`config.mk`:
```
export PLATFORM = sky130hd
export DESIGN_NAME = mcbd_top
export DESIGN_NICKNAME = d
export VERILOG_FILES = /design/src/mcbd_pkg.sv /design/src/mcbd_cond_mux.sv /design/src/mcbd_pc_calc.sv /design/src/mcbd_top.sv
export SDC_FILE = /design/constraint.sdc
export NUM_CORES = 1
export LEC_CHECK = 0
export BUFFER_PORTS_ARGS = -buffer_cell sky130_fd_sc_hd__buf_2
export CORE_MARGIN = 3
export CORE_UTILIZATION = 46
export DETAILED_ROUTE_END_ITERATION = 10
export HOLD_SLACK_MARGIN = 0.06
export MAX_ROUTING_LAYER = met4
export PLACE_DENSITY = 0.73
export SETUP_SLACK_MARGIN = 0.15
export SYNTH_ARGS = -nofsm -noshare
export SYNTH_HDL_FRONTEND = slang
export SYNTH_SLANG_ARGS = --single-unit
```
`constraint.sdc`:
```
create_clock -name clk -period 2.4 [get_ports clk]
set_input_delay 0.36 -clock clk [delete_from_list [all_inputs] [get_ports clk]]
set_output_delay 0.36 -clock clk [all_outputs]
set_load 0.02 [all_outputs]
```
`src/mcbd_pkg.sv`:
```
package mcbd_pkg;

   // widths of the instruction word and the code address
   localparam int INSTR_W    = 16;
   localparam int PC_W       = 10;
   localparam int COND_W     = 6;
   localparam int START_N    = 6;

   // reset value of the program counter
   localparam logic [9:0] PC_RESET = 10'h000;

   // field positions of the instruction word
   localparam int DEST_LSB      = 0;
   localparam int DEST_W        = 5;
   localparam int COND_LSB      = 5;
   localparam int JOIDF_UC_POS  = 4;
   localparam int JOIDF_JR_POS  = 3;
   localparam int JOIDR_UC_POS  = 5;
   localparam int JOSLF_SEL_LSB = 5;
   localparam int JOSLF_JR_POS  = 4;

   // opcode patterns, compared under a mask
   localparam logic [15:0] JOCR_MASK  = 16'hf800;
   localparam logic [15:0] JOCR_CODE  = 16'h0000;
   localparam logic [15:0] JOIDF_MASK = 16'hffe7;
   localparam logic [15:0] JOIDF_CODE = 16'h3985;
   localparam logic [15:0] JOIDR_MASK = 16'hffc0;
   localparam logic [15:0] JOIDR_CODE = 16'h2f40;
   localparam logic [15:0] JOSLF_MASK = 16'hf80f;
   localparam logic [15:0] JOSLF_CODE = 16'h3801;

   // condition selector codes of the relative conditional jump
   localparam logic [5:0] C_FLAG_HI_BASE = 6'h00; // flags 8..15 high, codes 00..07
   localparam logic [5:0] C_TC_BASE      = 6'h08; // terminal counts 1..4
   localparam logic [5:0] C_START_LO     = 6'h0c;
   localparam logic [5:0] C_START_HI     = 6'h0d;
   localparam logic [5:0] C_VDS_LO_BASE  = 6'h0e; // shortcut vds 1..3 low
   localparam logic [5:0] C_SRC_LO_BASE  = 6'h11; // shortcut source 1..3 low
   localparam logic [5:0] C_VDS_HI_BASE  = 6'h14; // shortcut vds 1..3 high
   localparam logic [5:0] C_ALU_DONE     = 6'h17;
   localparam logic [5:0] C_BOOST_HI     = 6'h18;
   localparam logic [5:0] C_BOOST_LO     = 6'h19;
   localparam logic [5:0] C_CUR_HI_BASE  = 6'h1a; // cur1..3, 56l, 56h, 56n high
   localparam logic [5:0] C_CUR_LO_BASE  = 6'h20; // same six, low
   localparam logic [5:0] C_OWN_HI       = 6'h26;
   localparam logic [5:0] C_OWN_LO       = 6'h27;

   typedef enum logic [2:0] {
      MCBD_OP_NONE,
      MCBD_OP_JOCR,
      MCBD_OP_JOIDF,
      MCBD_OP_JOIDR,
      MCBD_OP_JOSLF
   } mcbd_op_type;

endpackage

```
`src/mcbd_cond_mux.sv`:
```
`timescale 1ns/1ps

// selects one branch condition from the feedback and flag sources
module mcbd_cond_mux (
   input  wire logic [5:0] cond_sel,       // condition selector code
   input  wire logic [7:0] flag_hi,        // flags 8..15
   input  wire logic [3:0] terminal_count_condition, // tc 1..4
   input  wire logic       start_in,       // own start input
   input  wire logic [2:0] shortcut_vds_condition,   // vds shortcut feedbacks
   input  wire logic [2:0] shortcut_source,          // source shortcut feedbacks
   input  wire logic       alu_done,       // alu request executed
   input  wire logic       boost_high_condition,     // boost voltage high
   input  wire logic [5:0] cur_fb,         // cur1..3, 56l, 56h, 56n
   input  wire logic       own_cur_fb,     // own current feedback
   output logic            cond_true       // selected condition holds
);

   // flat vector of every condition, indexed by selector code
   wire logic [39:0] cond_vec;
   assign cond_vec = {~own_cur_fb, own_cur_fb, ~cur_fb, cur_fb,
                      ~boost_high_condition, boost_high_condition, alu_done,
                      shortcut_vds_condition, ~shortcut_source,
                      ~shortcut_vds_condition, start_in, ~start_in,
                      terminal_count_condition, flag_hi};

   // unused codes read false so stray encodings never branch
   assign cond_true = (cond_sel < 6'h28) ? cond_vec[cond_sel] : 1'b0;

endmodule

```
`src/mcbd_pc_calc.sv`:
```
`timescale 1ns/1ps

// relative destination: pc plus sign-extended 5-bit offset
module mcbd_pc_calc (
   input  wire logic [9:0] pc_now,     // address of executing instruction
   input  wire logic [4:0] offset,     // two's complement offset
   output logic      [9:0] pc_rel      // relative destination
);

   // wraps within the 10-bit code space
   assign pc_rel = pc_now + {{5{offset[4]}}, offset};

endmodule

```
`src/mcbd_top.sv`:
```
`timescale 1ns/1ps

// Behaviour
// - relative conditional jump: bits 15..11 zero, condition field, 5-bit dest low.
// - condition true moves pc to relative destination, else next instruction.
// - conditions: flags 8-15, terminal counts, start, boost, own current, hi/lo.
// - one condition is true once the requested alu operation has finished.
// - shortcut vds and source low tests, and vds high tests.
// - current channels 1-3 and 5/6 l,h,n each tested high and low.
// - absolute identifier jump loads pc from selected jump register if condition holds.
// - jump register value used as absolute address, no offset.
// - identifier condition true only when selected core is the executing one.
// - absolute identifier jump encoding: fixed bits, core bit 4, register bit 3.
// - relative identifier jump branches relative when identifier matches.
// - relative destination is pc plus signed 5-bit offset, -16 to 15.
// - relative identifier jump encoding: fixed bits 15..6, core bit 5, offset low.
// - start-latch jump loads pc from jump register when selection satisfied.
// - selector names every combination of six latched starts.
// - start-latch jump encoding: 00111, selector, register bit 4, low 0001.
module mcbd_top (
   input  wire logic        clk,              // core clock, 250 MHz
   input  wire logic        rst_b,            // async reset, active low
   input  wire logic        instr_valid,      // instruction present this cycle
   input  wire logic [15:0] instr,            // instruction word
   input  wire logic        core_id,          // executing core: 0 or 1
   input  wire logic [9:0]  jump_reg_1,       // first jump register
   input  wire logic [9:0]  jump_reg_2,       // second jump register
   input  wire logic [7:0]  flag_hi,          // flags 8..15
   input  wire logic [3:0]  terminal_count_condition, // terminal counts
   input  wire logic        start_pin,        // own start input, async
   input  wire logic [5:0]  start_latched,    // latched start states
   input  wire logic [2:0]  shortcut_vds_pin, // vds shortcut feedback, async
   input  wire logic [2:0]  shortcut_src_pin, // source shortcut feedback, async
   input  wire logic        alu_done,         // alu request executed
   input  wire logic        boost_pin,        // boost voltage high, async
   input  wire logic [5:0]  cur_fb_pin,       // current feedbacks, async
   input  wire logic        own_cur_pin,      // own current feedback, async
   output logic      [9:0]  program_counter,  // current code address
   output logic             branch_taken,     // last instruction branched
   output logic             decode_hit        // instruction belongs to this group
);

   ////////////////////////////////////////////////////////////////////////
   // pin synchronisers: first stage read only by the second

   localparam int PIN_N = 15;
   wire  logic [PIN_N-1:0] pin_raw;
   logic [PIN_N-1:0]       sync1_reg;
   logic [PIN_N-1:0]       sync2_reg;

   assign pin_raw = {own_cur_pin, cur_fb_pin, boost_pin, shortcut_src_pin,
                     shortcut_vds_pin, start_pin};

   // two flops per pin; feedback lines are asynchronous to clk
   always_ff @(posedge clk or negedge rst_b) begin
      if (!rst_b) begin
         sync1_reg <= '0;
         sync2_reg <= '0;
      end else begin
         sync1_reg <= pin_raw;
         sync2_reg <= sync1_reg;
      end
   end

   wire logic       start_s;
   wire logic [2:0] vds_s;
   wire logic [2:0] src_s;
   wire logic       boost_s;
   wire logic [5:0] cur_s;
   wire logic       own_s;
   assign start_s = sync2_reg[0];
   assign vds_s   = sync2_reg[3:1];
   assign src_s   = sync2_reg[6:4];
   assign boost_s = sync2_reg[7];
   assign cur_s   = sync2_reg[13:8];
   assign own_s   = sync2_reg[14];

   ////////////////////////////////////////////////////////////////////////
   // opcode decode

   function automatic logic match(input logic [15:0] word,
                                  input logic [15:0] mask,
                                  input logic [15:0] code);
      match = ((word & mask) == code);
   endfunction

   wire logic hit_jocr;
   wire logic hit_joidf;
   wire logic hit_joidr;
   wire logic hit_joslf;
   assign hit_jocr  = match(instr, mcbd_pkg::JOCR_MASK, mcbd_pkg::JOCR_CODE);
   assign hit_joidf = match(instr, mcbd_pkg::JOIDF_MASK, mcbd_pkg::JOIDF_CODE);
   assign hit_joidr = match(instr, mcbd_pkg::JOIDR_MASK, mcbd_pkg::JOIDR_CODE);
   assign hit_joslf = match(instr, mcbd_pkg::JOSLF_MASK, mcbd_pkg::JOSLF_CODE);

   // patterns are disjoint, so order only matters for readability
   mcbd_pkg::mcbd_op_type op;
   always_comb begin
      if (!instr_valid)
         op = mcbd_pkg::MCBD_OP_NONE;
      else if (hit_jocr)
         op = mcbd_pkg::MCBD_OP_JOCR;
      else if (hit_joidf)
         op = mcbd_pkg::MCBD_OP_JOIDF;
      else if (hit_joidr)
         op = mcbd_pkg::MCBD_OP_JOIDR;
      else if (hit_joslf)
         op = mcbd_pkg::MCBD_OP_JOSLF;
      else
         op = mcbd_pkg::MCBD_OP_NONE;
   end

   ////////////////////////////////////////////////////////////////////////
   // fields and conditions

   wire logic [5:0] cond_sel;
   wire logic [4:0] dest;
   wire logic [5:0] start_sel;
   wire logic       cond_true;
   wire logic [9:0] pc_rel;
   wire logic [9:0] pc_seq;
   assign cond_sel  = instr[mcbd_pkg::COND_LSB +: mcbd_pkg::COND_W];
   assign dest      = instr[mcbd_pkg::DEST_LSB +: mcbd_pkg::DEST_W];
   assign start_sel = instr[mcbd_pkg::JOSLF_SEL_LSB +: mcbd_pkg::START_N];
   assign pc_seq    = program_counter + 10'h001;

   // condition source; all selectable tests live in the mux
   mcbd_cond_mux u_cond (
      .cond_sel                 (cond_sel),
      .flag_hi                  (flag_hi),
      .terminal_count_condition (terminal_count_condition),
      .start_in                 (start_s),
      .shortcut_vds_condition   (vds_s),
      .shortcut_source          (src_s),
      .alu_done                 (alu_done),
      .boost_high_condition     (boost_s),
      .cur_fb                   (cur_s),
      .own_cur_fb               (own_s),
      .cond_true                (cond_true)
   );

   mcbd_pc_calc u_rel (
      .pc_now (program_counter),
      .offset (dest),
      .pc_rel (pc_rel)
   );

   // identifier match against the executing core
   wire logic core_id_select;
   wire logic core_id_match;
   wire logic jump_register_select;
   wire logic [9:0] jr_abs;
   assign core_id_select = (op == mcbd_pkg::MCBD_OP_JOIDR) ?
                           instr[mcbd_pkg::JOIDR_UC_POS] : instr[mcbd_pkg::JOIDF_UC_POS];
   assign core_id_match  = (core_id_select == core_id);
   assign jump_register_select = (op == mcbd_pkg::MCBD_OP_JOSLF) ?
                           instr[mcbd_pkg::JOSLF_JR_POS] : instr[mcbd_pkg::JOIDF_JR_POS];
   // absolute value, no offset added
   assign jr_abs = jump_register_select ? jump_reg_2 : jump_reg_1;

   // start mask needs an exact match, so "none" means no start latched
   wire logic start_match;
   assign start_match = (start_latched == start_sel);

   ////////////////////////////////////////////////////////////////////////
   // next program counter

   logic       take;
   logic [9:0] pc_next;
   always_comb begin
      take    = 1'b0;
      pc_next = pc_seq;
      unique case (op)
         mcbd_pkg::MCBD_OP_NONE: begin
            take = 1'b0;
         end
         mcbd_pkg::MCBD_OP_JOCR: begin
            take = cond_true;
            if (take) pc_next = pc_rel;
         end
         mcbd_pkg::MCBD_OP_JOIDF: begin
            take = core_id_match;
            if (take) pc_next = jr_abs;
         end
         mcbd_pkg::MCBD_OP_JOIDR: begin
            take = core_id_match;
            if (take) pc_next = pc_rel;
         end
         mcbd_pkg::MCBD_OP_JOSLF: begin
            take = start_match;
            if (take) pc_next = jr_abs;
         end
      endcase
   end

   wire logic advance;
   assign advance = instr_valid;

   // pc holds when no instruction executes
   always_ff @(posedge clk or negedge rst_b) begin
      if (!rst_b) begin
         program_counter <= mcbd_pkg::PC_RESET;
         branch_taken    <= 1'b0;
      end else begin
         if (advance) program_counter <= pc_next;
         branch_taken <= take;
      end
   end

   assign decode_hit = (op != mcbd_pkg::MCBD_OP_NONE);

endmodule

```
# [After elaboration in Yosys (flattened, before gate mapping)]
# Cells that the tools add are included.
[classes] n_addsub=2 magnitude_cmp=2 n_eq_ne=9 muxes=17 bitwise=6 n_reduce_logical=4
[ops] cell="$mux 10" count=5
[ops] cell="$pmux 10 s4" count=1
[ops] cell="$logic_not 16->1" count=1
[ops] cell="$mux 3" count=5
[ops] cell="$eq 14x12->1 const B" count=1
[ops] cell="$add 10x1->10 const B" count=1
[ops] cell="$add 10x10->10" count=1
[ops] cell="$eq 10x8->1 const B" count=1
[ops] cell="$eq 9x7->1 const B" count=1
[ops] cell="$lt 6x7->1 const B" count=1
[ops] cell="$bmux 1 s6" count=1
[ops] cell="$eq 3x2->1 const B" count=2
[ops] cell="$eq 6x6->1" count=1
[ops] cell="$lt 6x6->1 const B" count=1
[ops] cell="$not 3->3" count=2
[ops] cell="$not 6->6" count=1
[ops] cell="$mux 1" count=4
[ops] cell="$pmux 1 s4" count=1
[ops] cell="$eq 3x1->1 const B" count=1
[ops] cell="$eq 3x3->1 const B" count=1
[ops] cell="$logic_not 3->1" count=1
[ops] cell="$not 1->1" count=3
[ops] cell="$reduce_bool 3->1" count=1
[ops] cell="$reduce_or 2->1" count=1
[ops] cell="$eq 1x1->1" count=1
[word_totals] regBits=41 in_bits=74

# [Logic depth before layout (Yosys ltp)]
# Gate-level depths: netlist (run 1).
[depth] ltp_word=11 depth_mapped=10 ltp_nobuf=10

# [Hierarchy]
# A second synthesis (run 1) with hierarchy kept.
[hier_totals] hier_cells=280 hier_area_um2=2837.7
[modules_own_cells] mod="mcbd_top" n_inst=1 cells_each=189 area_per_inst_um2=2043.2 seq_area_each_um2=1026.0
[modules_own_cells] mod="mcbd_cond_mux" n_inst=1 cells_each=40 area_per_inst_um2=409.1 seq_area_each_um2=0.0
[modules_own_cells] mod="mcbd_pc_calc" n_inst=1 cells_each=51 area_per_inst_um2=385.4 seq_area_each_um2=0.0

# [Worst setup path after synthesis (run 1)]
# Ideal clock, no wire load.
[synth_path] path_type="input-to-reg" startpoint="input port instr[5]" endpoint="register program_counter[6]" setup_time_ps=104 arrival_time_ps=2578 setup_slack_ps=-282 cell_stages=9 cell_sequence="buf_6 -> mux2_4 -> mux4_2 -> a311o_1 -> o41ai_2 -> a31oi_1 -> buf_6 -> o32a_1 -> o311ai_1"
[synth_between] elab_chain_cells=9 elab_cells_between_ends=22 classes_between="order compare (1); eq/ne (7); mux (14)"
[synth_lines] item="from (decl)" line="mcbd_top.sv:24" text="input wire logic [15:0] instr,"
[synth_lines] item="$eq 14x12->1" line="mcbd_top.sv:84" text="match = ((word & mask) == code);"
[synth_lines] item="$mux 3" line="mcbd_top.sv:103" text="else if (hit_joidf)"
[synth_lines] item="$mux 3" line="mcbd_top.sv:101" text="else if (hit_jocr)"
[synth_lines] item="$mux 3" line="mcbd_top.sv:99" text="if (!instr_valid)"
[synth_lines] item="$eq 3x3->1 / $eq 3x2->1 (equally long branches)" line="mcbd_top.sv:156, mcbd_top.sv:173, mcbd_top.sv:153"
[synth_lines] item="$mux 1, on equally long branches" line="mcbd_top.sv:156, mcbd_top.sv:153"
[synth_lines] item="$mux 10 / $eq 1x1->1 (equally long branches)" line="mcbd_top.sv:159, mcbd_top.sv:155"
[synth_lines] item="$mux 10, on equally long branches" line="mcbd_top.sv:191, mcbd_top.sv:183, mcbd_top.sv:187"
[synth_lines] item="$pmux 10 s4 *" line="mcbd_top.sv:173" text="unique case (op)"
[synth_lines] item="to (signal assigned)" line="mcbd_top.sv:202" text="program_counter <= mcbd_pkg::PC_RESET;"
[synth_lines] item="to (signal assigned)" line="mcbd_top.sv:205" text="if (advance) program_counter <= pc_next;"
[synth_lines] item="to (decl)" line="mcbd_top.sv:38" text="output logic [9:0] program_counter,"
# Every way passes the cells marked *; elsewhere a longest branch is shown, timed or not. The select of a mux whose other input is x is not followed.
# A chain may end at the register's enable or synchronous reset.

# [Worst setup path after layout (run 1)]
[layout_path] startpoint="register sync2_reg[1]" endpoint="register program_counter[5]"
[layout_between] elab_chain_cells=6
[layout_lines] item="from (decl)" line="mcbd_top.sv:49" text="logic [PIN_N-1:0] sync2_reg;"
[layout_lines] item="from (signal assigned)" line="mcbd_top.sv:61" text="sync2_reg <= sync1_reg;"
[layout_lines] item="$not 3->3" line="mcbd_cond_mux.sv:23" text="~shortcut_vds_condition, start_in, ~start_in,"
[layout_lines] item="$bmux 1 s6 *" line="mcbd_cond_mux.sv:27" text="assign cond_true = (cond_sel < 6'h28) ? cond_vec[cond_sel] : 1'b0;"
[layout_lines] item="$mux 1 (not written as such) *" line="mcbd_cond_mux.sv:27"
[layout_lines] item="$mux 1 *" line="mcbd_cond_mux.sv:27"
[layout_lines] item="$mux 10 *" line="mcbd_top.sv:179" text="if (take) pc_next = pc_rel;"
[layout_lines] item="$pmux 10 s4 *" line="mcbd_top.sv:173"
# Marks and branches as above.

==> reports/qor.yml, run 1 <==
outcome: "finished, violations left"
violations: "negative setup slack"
relSlewSlack_pct: 39.57
powerDensity_mw_per_mm2: 684.1
synth_common_cells: "dfrtp_1 (41), mux2i_1 (20), nor2_1 (17)"
numPortBuffers: 85
initial_core_util_pct: 48.46
peakVddDrop_uv: 408.5
cp_num_buf_inv: 2
crit_arrival_ns: 2.72
htree_levels: 2
cts_hold_buf: 0
pin_count: 86
synth_area_per_cell_um2: 10.57
postPlaceCellArea_mm2: 0.003441
cp_slowest_stage_delay_ns: 0.47
area_growth_pct: 35.50
routedWlPerCell_um: 15.73
core-area_mm2: 0.005608
grt_pass1_wl_um: 11970
path_cells: "mux2_4, mux4_2, a311o_1, o41ai_4, buf_6, nor4_4, buf_4, a221o_1"
ys_seq_area_share_pct: 37.75
cts_tree: "done"
die_x_um: 82.86
syn_inst: 257
crit_fanout: 7
ctsRootBufferMaster: "clkbuf_8"
fin_worst_skew_ns: 0.004898
crit_path_end_kind: "flip-flop"
cts.sinks: 41
synthFlopType: "dfrtp_1"
antenna_found_initial: 0
layout_min_cycle_time_ns: 2.536
die_h_um: 82.86
synth.area.top_cells: "dfrtp_1 (38%), mux2i_1 (7.4%), ha_1 (4.6%)"
grt_start_max_net_pins: 42
num_antenna_cells: 0
r2r_slack_ns: -0.14
final_core_util_pct: 65.66
grt_util_all_layers_pct: 21.78
fin_cells: 456
die_area_mm2: 0.006866
cts_buffer_depth: 2
synth_nets: 342
placed_cells: 444
slowest_stage: "mux4_2"
synth.top_cell.area_share_pct: 37.75
first_pass_iters: 4
routed_via_density: 5.537
hold_viol: 0
cp_top_family: "compound AO/OA/AOI/OAI gates"
drt-total-wl_um: 7172
maxClockFrequency_mhz: 394.4
final-setup-viol-count: 9
synth_cell_types: 64
synth_most_common_cell: "dfrtp_1"
crit_type: "flip-flop to flip-flop"
worst_pin_slew_ns: 0.9065
synth_area_mm2: 0.002718
cp.required_ns: 2.59
startpoint_type: "flip-flop"
fin_crit_sh_pct: 105.6
ys_seq_elements: 41
rows: 27
ys_async_sr_fraction_pct: 100.0
final_nets: 468
grt_pass1_vias: 2553
synth_edf_count: 0
drcViolationCount: 0
rsz0062_at_grt: "yes"
p_total_mw: 2.519
drv_cap: 0
drv_slew: 0
grt_overflow: 0
clk_latency_ns: 0.30
vias: 2525
finalWorstSetupSlack_ns: -0.1356
drt_iter0_markers: 129
synth_top_area_cell: "dfrtp_1"
ant_nets: 0
hold_class: "input port to flip-flop"
drive_gt1_share_pct: 43.75
gp_congestion: 0.8620
p_leak_nw: 1.747
hpwl_um: 5564
cts_made_buffers: 5
finish.instance_area_mm2: 0.003682
clkSlewWorstSetupHoldPaths_ns: 0.09
ys.warnings.count: 0
## worst paths after layout
path | start | end | cells past startpoint
min in group asynchronous | rst_b | sync1_reg[1]$_DFF_PN0_ | 1
min | cur_fb_pin[4] | sync1_reg[12]$_DFF_PN0_ | 1
min reg2reg | sync1_reg[9]$_DFF_PN0_ | sync2_reg[9]$_DFF_PN0_ | 0
max reg2reg | sync2_reg[1]$_DFF_PN0_ | program_counter[5]$_DFFE_PN0P_ | 8
max in group asynchronous | rst_b | sync1_reg[14]$_DFF_PN0_ | 1
max | sync2_reg[1]$_DFF_PN0_ | program_counter[5]$_DFFE_PN0P_ | 8
## per-layer routing
metal	routed length, µm	track usage, %
met4	165	7.429
met1	3122	27.85
met3	384	3.671
met5	0	-
met2	3499	35.13
## what timing repair did
| item | CTS | global route |
|---|---|---|
| setup buffers | 3 | 1 |
| endpoints found under the setup margin | 10 | 12 |
| pin swaps | 6 | 5 |
| resized for setup | 9 | 16 |
## final cells by class
| type | count | area (µm²) |
|---|---|---|
| fillers | 460 | 1926 |
| inverters | 14 | 52.55 |
| clock buffers | 5 | 68.82 |
| clock inverters | 3 | 28.78 |
| multi-input cells | 188 | 1603 |
| repair buffers | 133 | 813.3 |
| flip-flops and latches | 41 | 1026 |
| well taps | 72 | 90.09 |
## through the flow
step	setup WS, ns	hold WS [ns]	TNS (ns)
3_5_place_dp	-0.4336	0.3347	-3.324
2_1_floorplan	-0.1076	0.06441	-0.5805
3_3_place_gp	-0.3197	0.3330	-2.564
5_1_grt	-0.2104	0.1454	-1.527
6_report	-0.1356	0.1575	-0.6227
4_1_cts	-0.1314	0.1547	-0.5548
## layout by cell type, fill, tap and decap left out, types with 3 or more instances in the layout
cell       n
buf_2     85
buf_4     43
dfrtp_1   41
mux2i_1   20
nor2_1    17
inv_1     14
xor2_1    11
ha_1      10
nand3_1    9
nand2_1    7
nor3_1     6
a21oi_1    6
nor4_1     6
xnor2_1    5
o21ai_1    5
clkbuf_8   5
nand3b_1   4
a31oi_1    4
nand4_1    4
and3_1     4
o211ai_1   4
buf_6      4
nor2b_1    3
mux4_1     3
o22ai_1    3
## cells by family after synthesis
logic type	Yosys count	share of synthesized area, %
xor gates and xnor gates	16	5.156
and+or+nand+nor	82	17.08
AOI/OAI and AO/OA	53	15.15
muxes	26	12.61
buffers and inverters	28	6.906
adders and majority gates	11	5.341
DFF	41	37.75
## where the power goes
group	total, mW	switching [mW]	internal, mW	leakage, nW
Combinational	1.15	0.624	0.529	1.21
Sequential	0.873	0.0881	0.785	0.483
Clock	0.494	0.274	0.219	0.0511
Note: power is estimated with default switching activity, not from simulation.
==> inputs of run 2 (changes only) <==
ABC_AREA = 1   (was default)
CORE_UTILIZATION = 47   (was 46)
PLACE_DENSITY = 0.74   (was 0.73)
==> run 2 against run 1 <==
The flow now finishes without violations. Flip-flop and latch count stayed put. Cell count increased by 23%. Synthesized area is 5.3% higher. Via count up 15%. Synthesized cell count rose by 54%. Largest power group unchanged. Clock-buffer cell count unchanged. First-iteration DRC count increased by 7.8%.
==> reports/qor.yml, run 2 <==
outcome: "finished clean"
grt_overflow: 0  # unchanged
switching_share_pct: 40.05  # +0.90 points
synth_fa_ha_area_share_pct: 5.070  # -0.27 points
slowest_stage: "inv_1"
synth.top_cell.area_share_pct: 35.84  # -1.9 points
ctsRootBufferMaster: "clkbuf_8"
cp.required_ns: 2.04  # -0.55 ns
syn_inst: 397  # +54%
clk_latency_ns: 0.30  # about the same
p_int_mw: 1.367  # -11%
crit_type: "input port to output port"
die_h_um: 84.05  # +1.4%
fin_tns_setup_ns: 0  # +0.6227 ns
drv_cap: 0  # unchanged
worst_pin_slew_ns: 0.5269  # -0.3796 ns
muxShareOfSynthArea_pct: 0  # -13 points
numPortBuffers: 85  # unchanged
synthXorXnorAreaFrac_pct: 4.895  # -0.26 points
synth-compound-area-share_pct: 6.031  # -9.1 points
drt_iter0_markers: 139  # +7.8%
cts_tree: "done"
multi_input_area_mm2: 0.001599  # -0.23%
p_total_mw: 2.280  # -9.5%
final_nets: 574  # +23%
min_from: "shortcut_vds_pin[0]"
relSlewSlack_pct: 64.88  # +25 points
final-seq-area_mm2: 0.001027  # +0.12%
synth_area_mm2: 0.002863  # +5.3%
finalWorstSetupSlack_ns: 0.2889  # +0.4244 ns
routedWlPerCell_um: 13.26  # -16%
power_frac_comb_pct: 40.6  # -5.2 points
routed_via_density: 5.151  # -7.0%
grt_pass1_wl_um: 12360  # +3.3%
num_antenna_cells: 0  # unchanged
fin_crit_sh_pct: 87.96  # -18 points
initial_core_util_pct: 50.14  # +1.7 points
fin_worst_skew_ns: 0.01025  # +0.005353 ns
grt_start_max_net_pins: 25  # -40%
placed_cells: 551  # +24%
first_pass_iters: 4  # unchanged
drt-total-wl_um: 7452  # +3.9%
synth-simple-area-share_pct: 39.73  # +23 points
cp_slowest_stage_delay_ns: 0.32  # -0.15 ns
peakVddDrop_uv: 522.1  # +28%
powerDensity_mw_per_mm2: 654.4  # -4.3%
die_area_mm2: 0.007064  # +2.9%
fin_cells: 562  # +23%
path_cells: "buf_2, inv_1, nand3_1, nor2_1, a21oi_1, nor2_1, nor2_1, nand2_1, buf_2"
synth_top_area_cell: "dfrtp_1"
htree_levels: 2  # unchanged
final_core_util_pct: 61.01  # -4.7 points
crit_path_end_kind: "output port"
path_common_cell: "nor2_1"
grt_pass1_vias: 2684  # +5.1%
synth.area.top_cells: "dfrtp_1 (36%), nand2_1 (15%), nand3_1 (10%)"
cts.sinks: 41  # unchanged
synth_most_common_cell: "nand2_1"
final_cell_mix: "nand2_1 (116), buf_2 (85), nand3_1 (59)"
place_ws_ns: 0.1004  # +0.5340 ns
final-setup-viol-count: 0  # -9
area_growth_pct: 21.68
synth_nets: 482  # +41%
maxClockFrequency_mhz: 473.7  # +20%
synth_top_family_by_area: "simple AND/OR/NAND/NOR gates"
grt_util_all_layers_pct: 21.97  # +0.19 points
synth_edf_count: 0  # unchanged
layout_min_cycle_time_ns: 2.111  # -0.4244 ns
ys_seq_elements: 41  # unchanged
startpoint: "instr[6]"
p_leak_nw: 1.893  # +8.3%
rsz0062_at_grt: "no"
die_x_um: 84.05  # +1.4%
drv_slew: 0  # unchanged
power_frac_clock_pct: 21.8  # +2.2 points
cts_buffer_depth: 2  # unchanged
hold_viol: 0  # unchanged
core-area_mm2: 0.005709  # +1.8%
p_seq_share_pct: 37.5  # +2.9 points
pin_count: 86  # unchanged
drcViolationCount: 0  # unchanged
drive_gt1_share_pct: 24.90  # -19 points
vias: 2895  # +15%
ys_seq_area_share_pct: 35.84  # -1.9 points
ant_nets: 0  # unchanged
crit_arrival_ns: 1.75  # -0.97 ns
crit_fanout: 13  # +6
startpoint_type: "input port"
rows: 27  # unchanged
layout_commonest_cell: "nand2_1"
synth_area_per_cell_um2: 7.211  # -32%
p_switching_uw: 912.9  # -7.4%
synth_cell_types: 36  # -44%
synthFlopType: "dfrtp_1"
ys.warnings.count: 0  # unchanged
synth_common_cells: "nand2_1 (116), nand3_1 (59), inv_1 (42)"
hold_class: "input port to flip-flop"
r2r_start: "program_counter[2]$_DFFE_PN0P_"
gp_congestion: 0.9068  # +5.2%
ys_async_sr_fraction_pct: 100.0  # unchanged
hpwl_um: 5891  # +5.9%
antenna_found_initial: 0  # unchanged
nFillCells: 553  # +20%
clkSlewWorstSetupHoldPaths_ns: 0.10  # about the same
cts_made_buffers: 5  # unchanged
## run 2: changes by cell type after synthesis, sizes merged, moves of 4 or more
cell	before	now
buf	6	10
nor2	17	37
nand4	4	11
a21oi	7	11
nand3	9	60
mux2i	20	0
nor4	9	2
clkbuf	7	0
nand2	8	122
and3	4	0
inv	14	45
mux4	5	0
## run 2: path summary, 6_finish.rpt
kind | to | slack, ns | depth (start not counted)
max in group asynchronous | program_counter[0]$_DFFE_PN0P_ | 1.24 | 3
worst max-delay path | decode_hit | 0.29 | 9
worst max register to register | program_counter[7]$_DFFE_PN0P_ | 0.36 | 11
min in group asynchronous | sync2_reg[5]$_DFF_PN0_ | 0.57 | 2
worst min register to register | sync2_reg[11]$_DFF_PN0_ | 0.34 | 0
worst min-delay path | sync1_reg[1]$_DFF_PN0_ | 0.16 | 1
## run 2: power groups by stage
stage / sequential [mW] / combinational [mW] / clock, mW
after global routing: 0.866 / 1.05 / 0.552
after CTS: 0.860 / 0.904 / 0.518
after detailed placement: 0.875 / 0.895 / 0
after global placement: 0.871 / 0.890 / 0
after floorplan: 0.925 / 0.566 / 0
final: 0.856 / 0.926 / 0.498
## run 2: per-stage QoR
stage	hold slack (ns)	instance area [µm²]
final	0.1602	3483
after global routing	0.1446	3483
after CTS	0.1478	3465
after detailed placement	0.3355	3359
after global placement	0.3350	3359
after floorplan	0.06441	2864
## run 2: critical path: cells and delay by family
kind	cells	cell delay, ns
buffers and inverters	3	0.67
and+or+nand+nor	5	0.62
AOI/OAI and AO/OA	1	0.09
## run 2: final cells by class
type | instances | area share (%)
inverters | 45 | 4.849
repair buffers | 95 | 14.44
clock inverters | 3 | 0.7543
well taps | 72 | 2.586
clock buffers | 5 | 1.976
flip-flops and latches | 41 | 29.49
multi-input cells | 301 | 45.91
## run 2: metal layers
metal  up-vias  part of all wire, %  GRT usage [%]
met3         4                  6.1          3.554
met4         0                 0.46          4.240
li1       1481                    -              -
met2       108                   46          34.79
met5         -                    0              -
met1      1302                   48          29.95
## run 2: logic make-up after synthesis
kind of cell | Yosys count
AOI/OAI and AO/OA | 29
xor gates and xnor gates | 16
adders and majority gates | 11
buffers and inverters | 55
DFF | 41
and+or+nand+nor | 245
## run 2: what timing repair did
item,CTS,global route
gates resized for setup,1,1
buffers inserted,0,2
hold endpoints to repair,22,0
pin swaps,0,1
hold buffers,1,0
endpoints found under the setup margin,1,2
==> inputs of run 3 (changes only) <==
CORE_ASPECT_RATIO = 0.7   (was default)
==> run 3 against run 2 <==
Die area grew 0.21%. Global-route usage grew 0.61 points. Clock power shrank 1%. Sequential power shrank 2.8%. First-iteration DRC count grew 50%. Maximum frequency grew 0.18%. Sequential share of layout area is essentially flat. Non-clock buffer count is the same. Register-to-register slack is essentially flat. Clock skew grew 0.0017 ns. Critical path depth is the same. Worst setup slack gained 0.0038 ns. Largest cell class unchanged.
==> reports/qor.yml, run 3 (synthesis gave the netlist of run 2 again) <==
relSlewSlack_pct: 57.62  # -7.3 points
antenna_found_initial: 0  # unchanged
cp.required_ns: 2.04  # about the same
cts_tree: "done"
maxClockFrequency_mhz: 474.5  # +0.18%
peakVddDrop_uv: 376.4  # -28%
routedWlPerCell_um: 13.60  # +2.6%
hold_viol: 0  # unchanged
hold_slack_ns: 0.07245  # -0.08776 ns
rsz0062_at_grt: "no"
power_frac_comb_pct: 42.8  # +2.2 points
drv_slew: 0  # unchanged
switching_share_pct: 39.81  # -0.24 points
drt-total-wl_um: 7685  # +3.1%
htree_levels: 2  # unchanged
cts.sinks: 41  # unchanged
finish.instance_area_mm2: 0.003486  # about the same
drt_iter0_markers: 209  # +50%
grt_util_all_layers_pct: 22.57  # +0.61 points
grt_overflow: 0  # unchanged
grt_pass1_vias: 2604  # -3.0%
die_x_um: 99.28  # +18%
die_area_mm2: 0.007078  # +0.21%
power_frac_clock_pct: 21.3  # -0.5 points
multi_input_area_mm2: 0.001598  # about the same
drcViolationCount: 0  # unchanged
final-seq-area_mm2: 0.001027  # unchanged
powerDensity_mw_per_mm2: 664.5  # +1.5%
drv_cap: 0  # unchanged
crit_arrival_ns: 1.75  # about the same
p_leak_nw: 1.895  # +0.10%
hpwl_um: 6132  # +4.1%
crit_fanout: 13  # unchanged
placed_cells: 557  # +1.1%
postPlaceCellArea_mm2: 0.003386  # +0.78%
cts_made_buffers: 5  # unchanged
numPortBuffers: 85  # unchanged
ctsRootBufferMaster: "clkbuf_8"
fin_worst_skew_ns: 0.01191  # +0.001661 ns
hold_class: "input port to async pin"
initial_core_util_pct: 49.25  # -0.90 points
die_h_um: 71.30  # -15%
outcome: "finished clean"
startpoint_type: "input port"
fin_crit_sh_pct: 87.81  # -0.16 points
rows: 23  # -15%
drive_gt1_share_pct: 25.10  # +0.20 points
cts_hold_buf: 0  # -1
routed_via_density: 5.179  # +0.53%
cts_buffer_depth: 2  # unchanged
layout_commonest_cell: "nand2_1"
nFillCells: 562  # +1.6%
ant_nets: 0  # unchanged
worst_pin_slew_ns: 0.6357  # +0.1088 ns
final-setup-viol-count: 0  # unchanged
cts_resized: 0  # -1
p_switching_uw: 922.2  # +1.0%
fin_cells: 565  # +0.53%
layout_min_cycle_time_ns: 2.107  # -0.003784 ns
p_int_mw: 1.394  # +2.0%
area_growth_pct: 21.77  # about the same
vias: 2926  # +1.1%
clkSlewWorstSetupHoldPaths_ns: 0.10  # about the same
crit_path_end_kind: "output port"
pin_count: 86  # unchanged
num_antenna_cells: 0  # unchanged
crit_type: "input port to output port"
clk_latency_ns: 0.30  # about the same
first_pass_iters: 5  # +1
p_seq_share_pct: 35.9  # -1.6 points
grt_start_max_net_pins: 30  # +20%
grt_pass1_wl_um: 12380  # +0.11%
cts_setup_buffers: 0  # unchanged
core-area_mm2: 0.005813  # +1.8%
fin_tns_setup_ns: 0  # unchanged
final_cell_mix: "nand2_1 (116), buf_2 (85), nand3_1 (59)"
final_nets: 574  # unchanged
gp_congestion: 0.9540  # +5.2%
==> run 3: critical path, stage by stage <==
cell,delay (ns)
buf_2,0.18
inv_1,0.32
nand3_1,0.13
nor2_1,0.14
a21oi_1,0.09
nor2_1,0.17
nor2_1,0.06
nand2_1,0.11
buf_2,0.18
==> run 3: cell type report <==
cell class                 instances  share of cell area, %
clock inverter                     3                 0.8256
timing repair buffer              95                  14.36
tap                               75                  2.692
clock buffer                       5                  1.974
multi-input combinational        301                  45.84
sequential                        41                  29.47
inverter                          45                  4.846
==> run 3: power by group through the flow <==
| stage | logic [mW] | registers, mW | clock network (mW) |
|---|---|---|---|
| after detailed placement | 0.968 | 0.844 | 0 |
| final | 0.991 | 0.832 | 0.493 |
| after global routing | 1.12 | 0.840 | 0.543 |
| after CTS | 0.974 | 0.831 | 0.506 |
| after global placement | 0.955 | 0.844 | 0 |
| after floorplan | 0.566 | 0.925 | 0 |
==> run 3: metrics by stage <==
stage | util (%) | power (mW) | worst slack (ns)
2_1_floorplan | - | 1.491 | 0.2568
3_3_place_gp | 58.24 | 1.799 | 0.2530
3_5_place_dp | 58.24 | 1.812 | 0.2543
4_1_cts | 59.92 | 2.311 | 0.2965
5_1_grt | 59.97 | 2.501 | 0.1548
6_report | 59.97 | 2.316 | 0.2926
==> run 3: routing by layer <==
| layer | up-vias | share of wire (%) | track usage [%] |
|---|---|---|---|
| li1 | 1474 | - | - |
| met1 | 1321 | 48 | 33.00 |
| met2 | 124 | 42 | 32.37 |
| met3 | 7 | 9.2 | 4.280 |
| met4 | 0 | 1.2 | 5.606 |
| met5 | - | 0 | - |
==> run 3: final timing paths <==
check | from | endpoint | slack (ns) | cells after the start
worst min register to register | sync1_reg[2]$_DFF_PN0_ | sync2_reg[2]$_DFF_PN0_ | 0.35 | 0
worst max register to register | program_counter[0]$_DFFE_PN0P_ | program_counter[6]$_DFFE_PN0P_ | 0.37 | 14
min in group clk | shortcut_vds_pin[2] | sync1_reg[3]$_DFF_PN0_ | 0.16 | 1
worst min-delay path | rst_b | program_counter[9]$_DFFE_PN0P_ | 0.07 | 1
max in group asynchronous | rst_b | sync2_reg[0]$_DFF_PN0_ | 1.71 | 2
worst max-delay path | instr[6] | decode_hit | 0.29 | 9
